--- src/core/hup_pkg.sv ---
// Purpose: constants and types shared by the host serial port with boot straps
// Assumes: 100 MHz core clock
// Notes: all framing and strap values live here
// Contract
// - boot strap high normal, low factory
// - printout strap high enables boot banner
// - printout pin becomes serial slave select
// - flash voltage pin becomes slave data out
// - receive on input, transmit on output
// - clear-to-send gates tx, request-to-send gates host
// - four wire or two wire operation
// - reset default 115200 8N1 flow control
// - dsr steers module state, dtr pin follows dtrLevel
// - dsr edge does configured action
// - firmware images arrive over same port
// - serial slave takes clock and select
package hup_pkg;
   localparam int unsigned CLK_HZ = 100_000_000; // core clock rate
   localparam int unsigned BAUD_DEFAULT = 115_200; // power-on baud rate
   localparam int unsigned BAUD_DIV = CLK_HZ / BAUD_DEFAULT; // cycles per bit
   localparam int unsigned DATA_BITS = 8; // default character length
   localparam int unsigned STOP_BITS = 1; // default stop bits
   localparam logic FLOW_DEFAULT = 1'b1; // flow control on after reset
   localparam logic STRAP_BOOT_NORMAL = 1'b1; // pulled-up boot strap value
   localparam logic STRAP_PRINT_ON = 1'b1; // pulled-up printout strap value
   localparam logic STRAP_FLASH_18V = 1'b1; // required flash strap value
   localparam int unsigned BANNER_LEN = 4; // bytes of boot banner
   localparam int unsigned STRAP_SYNC_CYCLES = 2; // strap levels settle through two flops first
   localparam logic [7:0] BANNER_BYTE0 = 8'h42; // banner content, arbitrary
   // dsr action encodings
   typedef enum logic [1:0] {
      HUP_DSR_CMD,
      HUP_DSR_DISC,
      HUP_DSR_UART_EN,
      HUP_DSR_STOP
   } hup_dsr_act_t;
endpackage : hup_pkg

--- src/core/hup_tx_if.sv ---
// Purpose: byte handshake between port control and serial transmitter
// Assumes: single core clock
// Notes: valid held until ready
`timescale 1ns/1ps
`default_nettype none
interface hup_tx_if;
   logic valid; // byte offered
   logic ready; // transmitter takes it
   logic [7:0] data; // byte to send
   modport src (output valid, output data, input ready);
   modport snk (input valid, input data, output ready);
endinterface : hup_tx_if
`default_nettype wire

--- src/core/hup_uart_tx.sv ---
// Purpose: serial transmitter, 8N1 framing, clear-to-send gating
// Assumes: ctsOk already synchronised
// Notes: a character in flight completes even if cts drops
`timescale 1ns/1ps
`default_nettype none
module hup_uart_tx
   import hup_pkg::*;
#(
   parameter int unsigned DIV = hup_pkg::BAUD_DIV
) (
   input wire logic core_clk,
   input wire logic rst,
   input wire logic ctsOk,
   hup_tx_if.snk tx,
   output logic txd,
   output logic busy
);
   typedef struct packed {
      logic act;
      logic [9:0] sh;
      logic [3:0] nb;
      logic [15:0] cnt;
   } hup_txs_t;
   hup_txs_t s_q, s_d;
   assign tx.ready = !s_q.act && ctsOk;
   assign txd = s_q.sh[0];
   assign busy = s_q.act;
   // next state: load a frame, then shift one bit each divider period
   always_comb begin
      s_d = s_q;
      if (!s_q.act) begin
         if (tx.valid && ctsOk) begin
            s_d.act = 1'b1;
            s_d.sh = {1'b1, tx.data, 1'b0};
            s_d.nb = 4'(DATA_BITS + STOP_BITS + 1);
            s_d.cnt = 16'(DIV - 1);
         end
      end else if (s_q.cnt == 16'h0000) begin
         s_d.cnt = 16'(DIV - 1);
         s_d.sh = {1'b1, s_q.sh[9:1]};
         s_d.nb = s_q.nb - 4'h1;
         if (s_q.nb == 4'h1) begin
            s_d.act = 1'b0;
         end
      end else begin
         s_d.cnt = s_q.cnt - 16'h0001;
      end
   end
   // state register, line idles high
   always_ff @(posedge core_clk or posedge rst) begin
      if (rst) begin
         s_q <= '{act: 1'b0, sh: 10'h3FF, nb: 4'h0, cnt: 16'h0000};
      end else begin
         s_q <= s_d;
      end
   end
endmodule : hup_uart_tx
`default_nettype wire

--- src/core/hup_port.sv ---
// Purpose: host serial port with boot strap capture and pin reuse
// Assumes: pins arrive asynchronous and are synchronised here
// Notes: straps sampled once after reset release
`timescale 1ns/1ps
`default_nettype none
module hup_port
   import hup_pkg::*;
#(
   parameter int unsigned DIV = hup_pkg::BAUD_DIV,
   parameter int unsigned BANNER = hup_pkg::BANNER_LEN
) (
   input wire logic core_clk,
   input wire logic rst,
   input wire logic rxdPin,
   input wire logic ctsPin,
   input wire logic dsrPin,
   input wire logic bootStrapPin,
   input wire logic printStrapPin,
   input wire logic flashStrapPin,
   input wire logic slaveClkPin,
   input wire logic [7:0] slaveTxByte,
   input wire logic twoWire,
   input wire hup_dsr_act_t dsrAction,
   input wire logic dtrLevel,
   input wire logic [7:0] hostTxData,
   input wire logic hostTxValid,
   output logic hostTxReady,
   output logic txd,
   output logic rtsPinN,
   output logic dtrPin,
   output logic [7:0] rxData,
   output logic rxValid,
   output logic factoryBoot,
   output logic flashIs18v,
   output logic bootDone,
   output logic cmdMode,
   output logic connectable,
   output logic uartEnabled,
   output logic stopMode,
   output logic fwImageByte,
   output logic slaveSelect,
   output logic misoOut,
   output logic misoOe
);
   // boot phases
   typedef enum logic [1:0] {PH_STRAP, PH_BANNER, PH_RUN} hup_phase_t;
   // whole state of the port
   typedef struct packed {
      hup_phase_t ph;
      logic boot, prt, fls;
      logic [3:0] bcnt;
      logic [2:0] rxs1, rxs2;
      logic [3:0] sy1, sy2; // flash, boot, slave clock, print/select
      logic dsrOld;
      logic cmd, conn, uen, stp;
      logic ract;
      logic [15:0] rcnt;
      logic [3:0] rnb;
      logic [7:0] rsh;
      logic [7:0] rdat;
      logic rval;
      logic sclkOld;
      logic [7:0] msh;
      logic fw;
   } hup_st_t;
   hup_st_t q, d;
   hup_tx_if txb();
   logic txBusy;
   logic ctsOk;
   logic rxd, cts, dsr, ssel, sclk;
   // second-stage synchroniser outputs only
   assign rxd = q.rxs2[0];
   assign cts = q.rxs2[1];
   assign dsr = q.rxs2[2];
   assign ssel = q.sy2[0];
   assign sclk = q.sy2[1];
   // two-wire treats cts as grounded; active-low cts otherwise
   assign ctsOk = twoWire ? 1'b1 : !cts;
   hup_uart_tx #(.DIV(DIV)) u_tx (
      .core_clk(core_clk),
      .rst(rst),
      .ctsOk(ctsOk),
      .tx(txb),
      .txd(txd),
      .busy(txBusy)
   );
   // banner bytes during boot, host bytes only once running
   always_comb begin
      txb.valid = 1'b0;
      txb.data = BANNER_BYTE0 + {4'h0, q.bcnt};
      if (q.ph == PH_BANNER) begin
         txb.valid = (q.bcnt != 4'(BANNER));
      end else if (q.ph == PH_RUN && q.uen) begin
         txb.valid = hostTxValid;
         txb.data = hostTxData;
      end
   end
   assign hostTxReady = (q.ph == PH_RUN) && q.uen && txb.ready;
   // rts low lets host send; held high when disabled, held low in two-wire
   assign rtsPinN = twoWire ? 1'b0 : !(q.ph == PH_RUN && q.uen && !q.rval);
   assign dtrPin = dtrLevel;
   assign rxData = q.rdat;
   assign rxValid = q.rval;
   assign factoryBoot = q.boot != STRAP_BOOT_NORMAL;
   assign flashIs18v = q.fls == STRAP_FLASH_18V;
   assign bootDone = q.ph == PH_RUN;
   assign cmdMode = q.cmd;
   assign connectable = q.conn;
   assign uartEnabled = q.uen;
   assign stopMode = q.stp;
   assign fwImageByte = q.fw;
   assign slaveSelect = (q.ph == PH_RUN) && !ssel;
   assign misoOut = q.msh[7];
   assign misoOe = (q.ph == PH_RUN) && !ssel;
   // next-state logic for the whole port
   always_comb begin
      d = q;
      d.rxs1 = {dsrPin, ctsPin, rxdPin};
      d.rxs2 = q.rxs1;
      d.sy1 = {flashStrapPin, bootStrapPin, slaveClkPin, printStrapPin};
      d.sy2 = q.sy1;
      d.dsrOld = dsr;
      d.sclkOld = sclk;
      d.fw = 1'b0;
      unique case (q.ph)
         PH_STRAP: begin
            // wait until strap levels have passed both synchroniser stages
            d.bcnt = q.bcnt + 4'h1;
            if (q.bcnt == 4'(STRAP_SYNC_CYCLES)) begin
               d.boot = q.sy2[2];
               d.prt = q.sy2[0];
               d.fls = q.sy2[3];
               d.bcnt = 4'h0;
               d.ph = (q.sy2[0] == STRAP_PRINT_ON) ? PH_BANNER : PH_RUN;
            end
         end
         PH_BANNER: begin
            // last byte must leave the line before commands are served
            if (q.bcnt != 4'(BANNER)) begin
               if (txb.ready) begin
                  d.bcnt = q.bcnt + 4'h1;
               end
            end else if (!txBusy) begin
               d.ph = PH_RUN;
            end
         end
         PH_RUN: begin
            // dsr falling edge performs the configured action
            if (q.dsrOld && !dsr) begin
               unique case (dsrAction)
                  HUP_DSR_CMD: d.cmd = 1'b1;
                  HUP_DSR_DISC: d.conn = !q.conn;
                  HUP_DSR_UART_EN: d.uen = !q.uen;
                  HUP_DSR_STOP: d.stp = !q.stp;
               endcase
            end
            // slave shifts out on rising clock edge
            if (ssel) begin
               d.msh = slaveTxByte;
            end else if (!q.sclkOld && sclk) begin
               d.msh = {q.msh[6:0], 1'b0};
            end
         end
      endcase
      // receiver: 8N1 sampled mid-bit, pulse on a good stop bit
      d.rval = 1'b0;
      if (!q.ract) begin
         if (!rxd && q.ph == PH_RUN && q.uen) begin
            d.ract = 1'b1;
            d.rcnt = 16'(DIV / 2);
            d.rnb = 4'h0;
         end
      end else if (q.rcnt == 16'h0000) begin
         d.rcnt = 16'(DIV - 1);
         d.rnb = q.rnb + 4'h1;
         if (q.rnb >= 4'h1 && q.rnb <= 4'(DATA_BITS)) begin
            d.rsh = {rxd, q.rsh[7:1]};
         end
         if (q.rnb == 4'(DATA_BITS + 1)) begin
            d.ract = 1'b0;
            if (rxd) begin
               d.rval = 1'b1;
               d.rdat = q.rsh;
               d.fw = q.cmd;
            end
         end else if (q.rnb == 4'h0 && rxd) begin
            d.ract = 1'b0;
         end
      end else begin
         d.rcnt = q.rcnt - 16'h0001;
      end
   end
   // state register; straps get defaults until captured
   always_ff @(posedge core_clk or posedge rst) begin
      if (rst) begin
         q <= '0;
         q.ph <= PH_STRAP;
         q.rxs1 <= 3'h7; // idle-high pins, no false dsr edge
         q.rxs2 <= 3'h7;
         q.boot <= STRAP_BOOT_NORMAL;
         q.prt <= STRAP_PRINT_ON;
         q.fls <= STRAP_FLASH_18V;
         q.uen <= 1'b1;
         q.conn <= 1'b1;
         q.msh <= 8'hFF;
      end else begin
         q <= d;
      end
   end
endmodule : hup_port
`default_nettype wire

--- config.mk ---
export PLATFORM = sky130hd
export DESIGN_NAME = hup_port
export DESIGN_NICKNAME = d
export VERILOG_FILES = /design/src/core/hup_pkg.sv /design/src/core/hup_tx_if.sv /design/src/core/hup_uart_tx.sv /design/src/core/hup_port.sv
export SDC_FILE = /design/constraint.sdc
export NUM_CORES = 1
export LEC_CHECK = 0
export BUFFER_PORTS_ARGS = -buffer_cell sky130_fd_sc_hd__buf_4
export CORE_UTILIZATION = 47
export DETAILED_ROUTE_END_ITERATION = 10
export PLACE_DENSITY = 0.68
export SETUP_SLACK_MARGIN = 0.15
export SLEW_MARGIN = 20
export SYNTH_ARGS = -nofsm -noshare
export SYNTH_HDL_FRONTEND = slang
export SYNTH_SLANG_ARGS = --single-unit
--- constraint.sdc ---
create_clock -name core_clk -period 4 [get_ports core_clk]
set_clock_uncertainty 0.05 [all_clocks]
set_input_delay 0.8 -clock core_clk [delete_from_list [all_inputs] [get_ports core_clk]]
set_output_delay 0.8 -clock core_clk [all_outputs]
set_load 0.02 [all_outputs]
==> results.json, run 1 <==
{
  "synth-simple-area-share": 0.2115,
  "p_sw_frac": 0.3866,
  "cts_tree": "done",
  "leakage_nw": 2.641,
  "synth_ff_type": "dfrtp_1",
  "period_share": 0.7090,
  "rsz0062_at_grt": "no",
  "multi_input_area_mm2": 0.002185,
  "hold_ws_ns": 0.3063,
  "boundaryPins": 54,
  "p_int_mw": 2.174,
  "synth_cell_types": 65,
  "antenna_found_initial": 0,
  "nets": 580,
  "final_cells": 679,
  "num-fill-cells": 913,
  "power_density_mw_per_mm2": 621.7,
  "fmax_ghz": 0.3526,
  "synth_mux_area_frac": 0.04289,
  "arrival_ns": 3.05,
  "core_area_mm2": 0.01042,
  "fin_util": 0.5474,
  "synth_top_area_cell": "dfrtp_1",
  "synth_xor_area_frac": 0.02574,
  "cts_root_buf": "clkbuf_8",
  "async_flop_share": 1.000,
  "syn_avg_cell_area_um2": 10.17,
  "die_y_um": 106.2,
  "place_ws_ns": 1.185,
  "vias": 3803,
  "switchingPower_mw": 1.370,
  "diodes": 0,
  "synth-edff-count": 0,
  "antenna_left": 0,
  "grt_pass1_vias": 3695,
  "first_pass_iters": 7,
  "viasPerCell": 5.601,
  "synth_area_leaders": "dfrtp_1 (38%), dfstp_2 (14%), nand2_1 (5.7%), o21ai_0 (3.2%), ha_1 (2.9%)",
  "drt_wl_total_um": 10290,
  "drv_cap": 0,
  "rows": 37,
  "p_clk_frac": 0.176,
  "netlist.area_leader.share": 0.3824,
  "groute.usage.overall": 0.1945,
  "setup_viol": 0,
  "drc": 0,
  "die_area_mm2": 0.01128,
  "regArea_mm2": 0.002688,
  "slew_violations": 0,
  "worst-path-max-fanout": 14,
  "drive_gt1_frac": 0.2247,
  "synth_top_family_by_area": "simple AND/OR/NAND/NOR gates",
  "cts_sinks": 106,
  "grt_pass1_wl_um": 17310,
  "grt_max_degree": 63,
  "dpl.hpwl_um": 7342,
  "syn_inst": 502,
  "clk_pin_slew_worst_paths_ns": 0.10,
  "crit_path_end_kind": "flop",
  "fin_ws_ns": 1.164,
  "min_period_ns": 2.836,
  "start_kind": "flop",
  "fin_area_mm2": 0.005702,
  "ys_warn_count": 0,
  "ys_seq_area_frac": 0.5265,
  "htreeDepth": 3,
  "slew_headroom": 0.3740,
  "cts_resized": 0,
  "ir_drop_v": 0.0003752,
  "critPathRequiredTime_ns": 4.21,
  "synth_compound_area_frac": 0.1184,
  "die_w_um": 106.2,
  "drt-wirelength-per-cell_um": 15.15,
  "post_cts_buffers": 0,
  "routabilityCongestion": 0.8552,
  "cts_buffers": 9,
  "ctsHoldBuffers": 0,
  "placed_cells_incl_taps": 663,
  "tightest_slew_ns": 0.9390,
  "synth_area_mm2": 0.005105,
  "synth_adder_area_share": 0.02941,
  "globalRouteOverflowTotal": 0,
  "ys_ff_latch": 106,
  "portBuffers": 51,
  "insertion_delay_ns": 0.37,
  "path_class": "reg -> reg",
  "p_total_mw": 3.545,
  "drt_iter0_drc": 183,
  "fin_tns_setup_ns": 0,
  "syn_to_final_growth_pct": 11.69,
  "start_util": 0.4901,
  "hold_path_class": "reg -> reg",
  "synth_fp_nets": 544,
  "comb_power_share": 0.335,
  "status": "finished clean",
  "pwr-share-seq": 0.489,
  "cts_buffer_depth": 2,
  "hold_violations": 0,
  "place_area_mm2": 0.005514
}
## layer usage
metal	routed length, µm	GRT usage	up-vias
met4	186	0.06647	0
li1	-	-	1851
met3	457	0.04537	22
met5	0	0	-
met1	4566	0.2574	1824
met2	5075	0.3140	106
## final cells by class
type | count | share of cell area
clock buffers | 11 | 0.02480
clock inverters | 5 | 0.008119
inverters | 17 | 0.01163
multi-input cells | 350 | 0.3831
flip-flops and latches | 106 | 0.4714
well taps | 136 | 0.02984
repair buffers | 54 | 0.07110
## worst paths after layout
check	from	endpoint	slack (ns)	cells after the start
worst max-delay path	u_tx.s_q[0]	u_tx.s_q[18]	1.16	7
worst min-delay path	d[53]	q[53]	0.31	0
worst max register to register	u_tx.s_q[0]	u_tx.s_q[18]	1.16	7
worst min register to register	d[53]	q[53]	0.31	0
max in group asynchronous	rst	q[3]	2.53	3
min in group asynchronous	rst	rxData[1]	0.52	2
## sequential cells by signal (all words and copies together) (netlist names), 8 cells and up
register	flops
q	49
u_tx.s_q	29
d	9
rxData	8
## power by group through the flow
stage                     registers, mW  clock network, mW  logic (mW)
final                              1.73              0.625        1.19
after global routing               1.78              0.689        1.33
after CTS                          1.72              0.651        1.19
after detailed placement           1.74                  0        1.19
after global placement             1.73                  0        1.15
after floorplan                    1.68                  0       0.899
## critical path, stage by stage (launching register included)
cell and delay [ns]:
dfrtp_1 0.42, inv_1 0.10, ha_1 0.22, or4b_2 0.63
nor4_4 0.69, a21oi_2 0.20, o21bai_1 0.23, a22o_1 0.19
## synthesized netlist by cell type (3+ instances only)
cell	number
dfstp_2	28
nand3b_1	4
or2_2	3
ha_1	12
a31oi_1	10
xor2_1	6
o21ai_0	33
nor2_1	25
a22o_1	5
and3_1	8
buf_4	12
dfrtp_1	78
nand3_1	23
nand2_1	78
xnor2_1	9
or3_1	5
a21oi_1	13
buf_2	4
nor4_1	11
nand2b_1	4
a32oi_1	5
or4_1	5
nor2b_1	4
mux2_2	11
nor3b_1	4
nand4_1	3
inv_1	17
o211ai_1	4
nor3_1	16
clkbuf_1	10
mux2i_1	8
## cells by family (layout without fill, tap and decap cells)
logic type | Yosys count | count (layout)
simple gates | 210 | 210
flops | 106 | 106
compound gates | 93 | 93
buf+inv | 46 | 87
mux | 20 | 20
xor+xnor | 15 | 15
fa+ha+maj | 12 | 12
## layout by cell type, fill, tap and decap left out, types with 4 or more instances in the layout
cell / n
xnor2_1: 9
nor4_1: 11
ha_1: 12
a21oi_1: 13
nand3_1: 23
and3_1: 8
nand3b_1: 4
inv_1: 16
or4_1: 5
clkbuf_8: 10
a22o_1: 5
nor2_1: 25
dfrtp_1: 78
nor3_1: 16
mux2_2: 11
a31oi_1: 10
nand2b_1: 4
o211ai_1: 4
a32oi_1: 5
dfstp_2: 28
xor2_1: 6
buf_4: 54
mux2i_1: 8
o21ai_0: 33
or3_1: 5
nand2_1: 78
nor2b_1: 4
nor3b_1: 4
Power figures use the tool's default switching activity.
==> run 2, diff against run 1 <==
--- a/config.mk
+++ b/config.mk
@@ -5,10 +5,11 @@
 export SDC_FILE = /design/constraint.sdc
 export NUM_CORES = 1
 export LEC_CHECK = 0
+export ABC_AREA = 1
 export BUFFER_PORTS_ARGS = -buffer_cell sky130_fd_sc_hd__buf_4
 export CORE_UTILIZATION = 47
 export DETAILED_ROUTE_END_ITERATION = 10
-export PLACE_DENSITY = 0.68
+export PLACE_DENSITY = 0.7
 export SETUP_SLACK_MARGIN = 0.15
 export SLEW_MARGIN = 20
 export SYNTH_ARGS = -nofsm -noshare
==> constraint.sdc (replaced) <==
create_clock -name core_clk -period 2.31 [get_ports core_clk]
set_clock_uncertainty 0.05 [all_clocks]
set_input_delay 0.462 -clock core_clk [delete_from_list [all_inputs] [get_ports core_clk]]
set_output_delay 0.462 -clock core_clk [all_outputs]
set_load 0.02 [all_outputs]
==> run 2 against run 1 <==
  * The flow now finishes with violations (design-rule violations)
  * Hold slack got worse by 0.22 ns
  * Critical path depth unchanged
  * Non-clock buffer count increased by 5
  * Routed wire length increased by 14%
  * Via count increased by 17%
  * Global-route usage increased by 1.3 points
  * Core utilization increased by 0.62 points
  * Design area increased by 12%
  * Power increased by 63%
  * Sequential share of layout area decreased by 5.0 points
  * Final cell count increased by 30%
  * Worst setup slack got worse by 0.89 ns
  * Critical endpoint is now rtsPinN
  * Largest cell class unchanged
  * Largest power group unchanged
==> results.json, run 2 <==
{
  "final_cell_mix": "nand2_1 (197), nand3_1 (82), dfrtp_1 (78)",
  "dpl.hpwl_um": 8802,
  "drt_iter0_drc": 307,
  "post_cts_buffers": 0,
  "period_share": 0.8794,
  "drive_gt1_frac": 0.2030,
  "cts_root_buf": "clkbuf_16",
  "nets": 776,
  "synth_adder_area_share": 0.02689,
  "synth_cell_types": 38,
  "synth_top_family_by_area": "simple AND/OR/NAND/NOR gates",
  "grt_pass1_vias": 4369,
  "die_y_um": 111,
  "arrival_ns": 1.52,
  "start_util": 0.4849,
  "setup_viol": 0,
  "syn_avg_cell_area_um2": 8.140,
  "synth_area_leaders": "dfrtp_1 (35%), nand2_1 (13%), dfstp_2 (13%), nand3_1 (7.3%), inv_1 (4.6%)",
  "hold_path_class": "in -> async",
  "critPathSlowestCell": "dfrtp_1",
  "rows": 39,
  "synth_commonest_cells": "nand2_1 (198), nand3_1 (82), dfrtp_1 (78)",
  "die_w_um": 111,
  "synth-edff-count": 0,
  "layout_commonest_cell": "nand2_1",
  "routabilityCongestion": 0.8983,
  "synth-simple-area-share": 0.3251,
  "place_area_mm2": 0.006087,
  "ys_warn_count": 0,
  "synth_compound_area_frac": 0.05781,
  "switchingPower_mw": 2.128,
  "viasPerCell": 5.044,
  "path_class": "reg -> out",
  "p_total_mw": 5.793,
  "drt-wirelength-per-cell_um": 13.32,
  "crit_path_end_kind": "output port",
  "htreeDepth": 3,
  "rsz0062_at_grt": "no",
  "ctsHoldBuffers": 0,
  "fin_tns_setup_ns": 0,
  "antenna_left": 0,
  "critPathRequiredTime_ns": 1.80,
  "core_area_mm2": 0.01152,
  "p_sw_frac": 0.3673,
  "first_pass_iters": 9,
  "diodes": 0,
  "ys_seq_area_frac": 0.4813,
  "status": "complete, but fails checks",
  "async_flop_share": 1.000,
  "cts_buffer_depth": 2,
  "synth_area_mm2": 0.005584,
  "power_density_mw_per_mm2": 908.7,
  "slew_headroom": 0.6336,
  "top_register": "q",
  "drv_cap": 0,
  "pwr-share-seq": 0.437,
  "synth_fp_nets": 728,
  "ys_ff_latch": 106,
  "drc": 8,
  "p_int_mw": 3.665,
  "syn_inst": 686,
  "p_clk_frac": 0.251,
  "synth_xor_area_frac": 0.02980,
  "syn_to_final_growth_pct": 14.16,
  "min_period_ns": 2.031,
  "clk_pin_slew_worst_paths_ns": 0.07,
  "insertion_delay_ns": 0.35,
  "hold_violations": 0,
  "leakage_nw": 3.097,
  "groute.usage.overall": 0.2070,
  "fmax_ghz": 0.4923,
  "netlist.area_leader.share": 0.3495,
  "cts_buffers": 9,
  "vias": 4449,
  "tightest_slew_ns": 0.5495,
  "antenna_found_initial": 0,
  "worstPathCellList": "inv_2, nand2_2, inv_2, nand2_2, nor2_2, nor2_1, buf_4",
  "grt_max_degree": 38,
  "comb_power_share": 0.312,
  "grt_pass1_wl_um": 20300,
  "die_area_mm2": 0.01232,
  "start_kind": "flop",
  "boundaryPins": 54,
  "drt_wl_total_um": 11750,
  "violations": "design-rule violations",
  "synth_top_area_cell": "dfrtp_1",
  "largest_register_ffs": 49,
  "synth_mux_area_frac": 0,
  "cts_sinks": 106,
  "synth_most_common_cell": "nand2_1",
  "globalRouteOverflowTotal": 0,
  "cts_tree": "done",
  "synth_ff_type": "dfrtp_1",
  "portBuffers": 51,
  "worst-path-max-fanout": 6,
  "slew_violations": 0,
  "fin_area_mm2": 0.006375,
  "fin_util": 0.5536,
  "ir_drop_v": 0.0004697,
  "max_stage_delay_ns": 0.39
}
==> run 2: cell types whose count changed after synthesis, moves of 12 or more <==
cell / previous run / this run
nor2_1: 25 / 56
inv_1: 17 / 68
nand3_1: 23 / 82
nand2_1: 78 / 198
nor3_1: 16 / 4
==> run 2: routing by layer <==
layer  vias up  global-route usage  share of wire
met5         -                   0              0
met4         0             0.06027         0.0098
met3         9             0.04647          0.042
met2        91              0.3459           0.49
met1      2083              0.2693           0.46
li1       2266                   -              -
==> run 2: cell type report <==
class                      instances  area [µm²]
fill                            1066        5141
sequential                       106        2688
multi-input combinational        481        2467
timing repair buffer              59       467.9
inverter                          77       297.8
clock buffer                      13       250.2
tap                              143       178.9
clock inverter                     3       25.02
==> run 2: worst max-delay path: cells and delay by family (launching register included) <==
kind | cells | cell delay (ns)
simple gates | 4 | 0.42
flops | 1 | 0.39
buf+inv | 3 | 0.35
==> run 2: per-stage QoR <==
step	hold WS [ns]	setup WS, ns	std cells
2_1_floorplan	0.2812	0.5473	686
5_1_grt	0.1125	0.1842	882
6_report	0.08716	0.2787	882
4_1_cts	0.09736	0.1245	882
3_3_place_gp	0.2821	0.5209	866
3_5_place_dp	0.2889	0.4266	866
==> run 2: path summary, 6_finish.rpt <==
path | startpoint | to | slack, ns | cells after the start
max in group asynchronous | rst | q[4] | 1.42 | 3
worst max register to register | q[67] | u_tx.s_q[17] | 0.54 | 9
worst min-delay path | rst | u_tx.s_q[16] | 0.09 | 2
min in group core_clk | rxdPin | d[61] | 0.16 | 1
worst min register to register | d[54] | d[9] | 0.30 | 0
worst max-delay path | q[74] | rtsPinN | 0.28 | 7
==> run 2: logic make-up (layout without fill, tap and decap cells) <==
kind of cell             after synthesis  count (layout)
adder cells (fa/ha/maj)               12              12
XOR/XNOR                              19              19
AND/OR/NAND/NOR                      388             388
buffers and inverters                 99             152
AO/OA/AOI/OAI                         62              62
flip-flops                           106             106
==> run 2: power groups by stage <==
stage / combinational (mW) / sequential (mW) / clock, mW
CTS: 1.81 / 2.53 / 1.49
floorplan: 1.30 / 2.54 / 0
finish: 1.81 / 2.53 / 1.45
global placement: 1.76 / 2.55 / 0
global route: 2.05 / 2.58 / 1.56
detailed placement: 1.80 / 2.56 / 0
==> run 2: what timing repair did <==
item                       CTS  global route
setup endpoints to repair    2             2
gates resized for setup      1             4
hold endpoints to repair     0             0
==> run 3, diff against run 2 <==
--- a/config.mk
+++ b/config.mk
@@ -6,7 +6,7 @@
 export NUM_CORES = 1
 export LEC_CHECK = 0
 export ABC_AREA = 1
-export BUFFER_PORTS_ARGS = -buffer_cell sky130_fd_sc_hd__buf_4
+export BUFFER_PORTS_ARGS = -buffer_cell sky130_fd_sc_hd__buf_2
 export CORE_UTILIZATION = 47
 export DETAILED_ROUTE_END_ITERATION = 10
 export PLACE_DENSITY = 0.7
==> run 3 against run 2 <==
  * The run still ends with design-rule violations left
  * Final cell count is 0.23% lower
  * Highest routed layer unchanged
  * First-iteration DRC count is 17% lower
  * Largest power group unchanged
  * Die area stayed put
  * Worst setup slack worse by 0.043 ns
==> results.json, run 3 (synthesis results as in run 2) <==
{
  "portBuffers": 51,
  "num-fill-cells": 1081,
  "hold_ws_ns": 0.1481,
  "diodes": 0,
  "nets": 774,
  "worst-path-max-fanout": 10,
  "slew_headroom": 0.6289,
  "top_register": "q",
  "insertion_delay_ns": 0.36,
  "antenna_found_initial": 0,
  "power_density_mw_per_mm2": 947.0,
  "hold_violations": 0,
  "cts_buffers": 9,
  "hold_path_end": "d[61]",
  "routabilityCongestion": 0.8970,
  "drt-wirelength-per-cell_um": 13.33,
  "start_kind": "flop",
  "dr.max_layer_used": "met4",
  "start_util": 0.4849,
  "rows": 39,
  "holdPathStages": 1,
  "final_cell_mix": "nand2_1 (197), nand3_1 (82), dfrtp_1 (78)",
  "core_area_mm2": 0.01152,
  "arrival_ns": 1.56,
  "critPathRequiredTime_ns": 1.80,
  "violations": "design-rule violations",
  "min_period_ns": 2.075,
  "worstPathCellList": "a21oi_2, inv_1, nor2_2, buf_2",
  "ctsHoldBuffers": 0,
  "r2r_setup_slack_ns": 0.52,
  "die_w_um": 111,
  "htreeDepth": 3,
  "cts_root_buf": "clkbuf_16",
  "drive_gt1_frac": 0.2049,
  "cts_tree": "done",
  "die_area_mm2": 0.01232,
  "worst-r2r-cell-count": 8,
  "route.met3.wl_um": 375,
  "layout_commonest_cell": "nand2_1",
  "hold_start": "rxdPin",
  "tightest_slew_ns": 0.5566,
  "ir_drop_v": 0.0004274,
  "syn_to_final_growth_pct": 12.08,
  "multi_input_area_mm2": 0.002464,
  "globalRouteOverflowTotal": 0,
  "regArea_mm2": 0.002688,
  "crit_path_end_kind": "output port",
  "rr_startpoint": "u_tx.s_q[0]",
  "largest_register_ffs": 49,
  "drt_wl_total_um": 11730,
  "rsz0062_at_grt": "no",
  "boundaryPins": 54,
  "path_class": "reg -> out",
  "antenna_left": 0,
  "setup_viol": 0,
  "viasPerCell": 5.045,
  "leakage_nw": 3.077,
  "drt_iter0_drc": 256,
  "cts_buffer_depth": 2,
  "reg2reg_to": "u_tx.s_q[18]",
  "post_cts_buffers": 0,
  "clk_pin_slew_worst_paths_ns": 0.07,
  "drv_cap": 0,
  "dpl.hpwl_um": 8480,
  "first_pass_iters": 8,
  "drc": 8,
  "die_y_um": 111,
  "fmax_ghz": 0.4820,
  "cts_sinks": 106,
  "fin_tns_setup_ns": 0,
  "vias": 4440,
  "grt_pass1_vias": 4303,
  "critPathSlowestCell": "dfrtp_1",
  "status": "complete, but fails checks",
  "wl_met1_um": 5612,
  "grt_pass1_wl_um": 20380,
  "slew_violations": 0,
  "period_share": 0.8982,
  "groute.usage.overall": 0.2085,
  "hold_path_class": "in -> reg",
  "dr_wl_met2_um": 5530,
  "max_stage_delay_ns": 0.50,
  "grt_max_degree": 107
}
## run 3: cell types whose count changed in the layout (fill, tap and decap cells not counted), moves of 2 or more
| cell | change |
|---|---|
| buf_4 | -52 |
| buf_2 | +51 |
| clkinv_2 | +3 |
| bufinv_16 | +2 |
| clkbuf_1 | -3 |
## run 3: power by group
part | switching, mW | internal, mW | total [mW] | leakage [nW]
registers | 0.297 | 2.23 | 2.53 | 1.22
clock network | 0.700 | 0.950 | 1.65 | 0.160
logic | 1.14 | 0.605 | 1.75 | 1.69
total | 2.14 | 3.79 | 5.93 | 3.08
## run 3: layer usage
layer | vias to the layer above | GRT usage
met3 | 12 | 0.03882
li1 | 2273 | -
met4 | 0 | 0.08676
met2 | 71 | 0.3258
met5 | - | 0
met1 | 2084 | 0.2856
## run 3: how the worst max path moves through the flow
stage / end / depth (start not counted) / from / slack (ns)
detailed placement: hostTxReady / 6 / q[74] / 0.46
global route: hostTxReady / 4 / u_tx.busy / 0.15
global placement: hostTxReady / 6 / twoWire / 0.49
CTS: hostTxReady / 4 / u_tx.busy / 0.19
finish: hostTxReady / 4 / u_tx.busy / 0.24
floorplan: cmdMode / 1 / rst / 0.55
## run 3: cell type report
| class | count | area share |
|---|---|---|
| multi-input combinational | 481 | 0.3936 |
| sequential | 106 | 0.4294 |
| inverter | 77 | 0.04758 |
| tap | 143 | 0.02859 |
| clock inverter | 7 | 0.01479 |
| timing repair buffer | 57 | 0.04998 |
| clock buffer | 9 | 0.03599 |
## run 3: what timing repair did
action | CTS | global route
endpoints found under the setup margin | 1 | 2
pin swaps | 1 | 0
resized for setup | 2 | 2
cloned | 0 | 0
## run 3: metrics by stage
stage               instance area, µm²  instances  utilization  total power, mW  setup WS [ns]
floorplan                         5588        686            -            3.846         0.5473
global placement                  5932        864       0.5151            4.243         0.4928
detailed placement                5932        864       0.5151            4.302         0.4565
CTS                               6255        880       0.5431            5.993         0.1948
global route                      6259        880       0.5435            6.322         0.1522
finish                            6259        880       0.5435            5.927         0.2352
## run 3: worst max-delay path: cells and delay by family (launching register included)
kind | cells | cell delay [ns]
compound gates | 1 | 0.21
buf+inv | 2 | 0.28
simple gates | 1 | 0.20
flops | 1 | 0.50
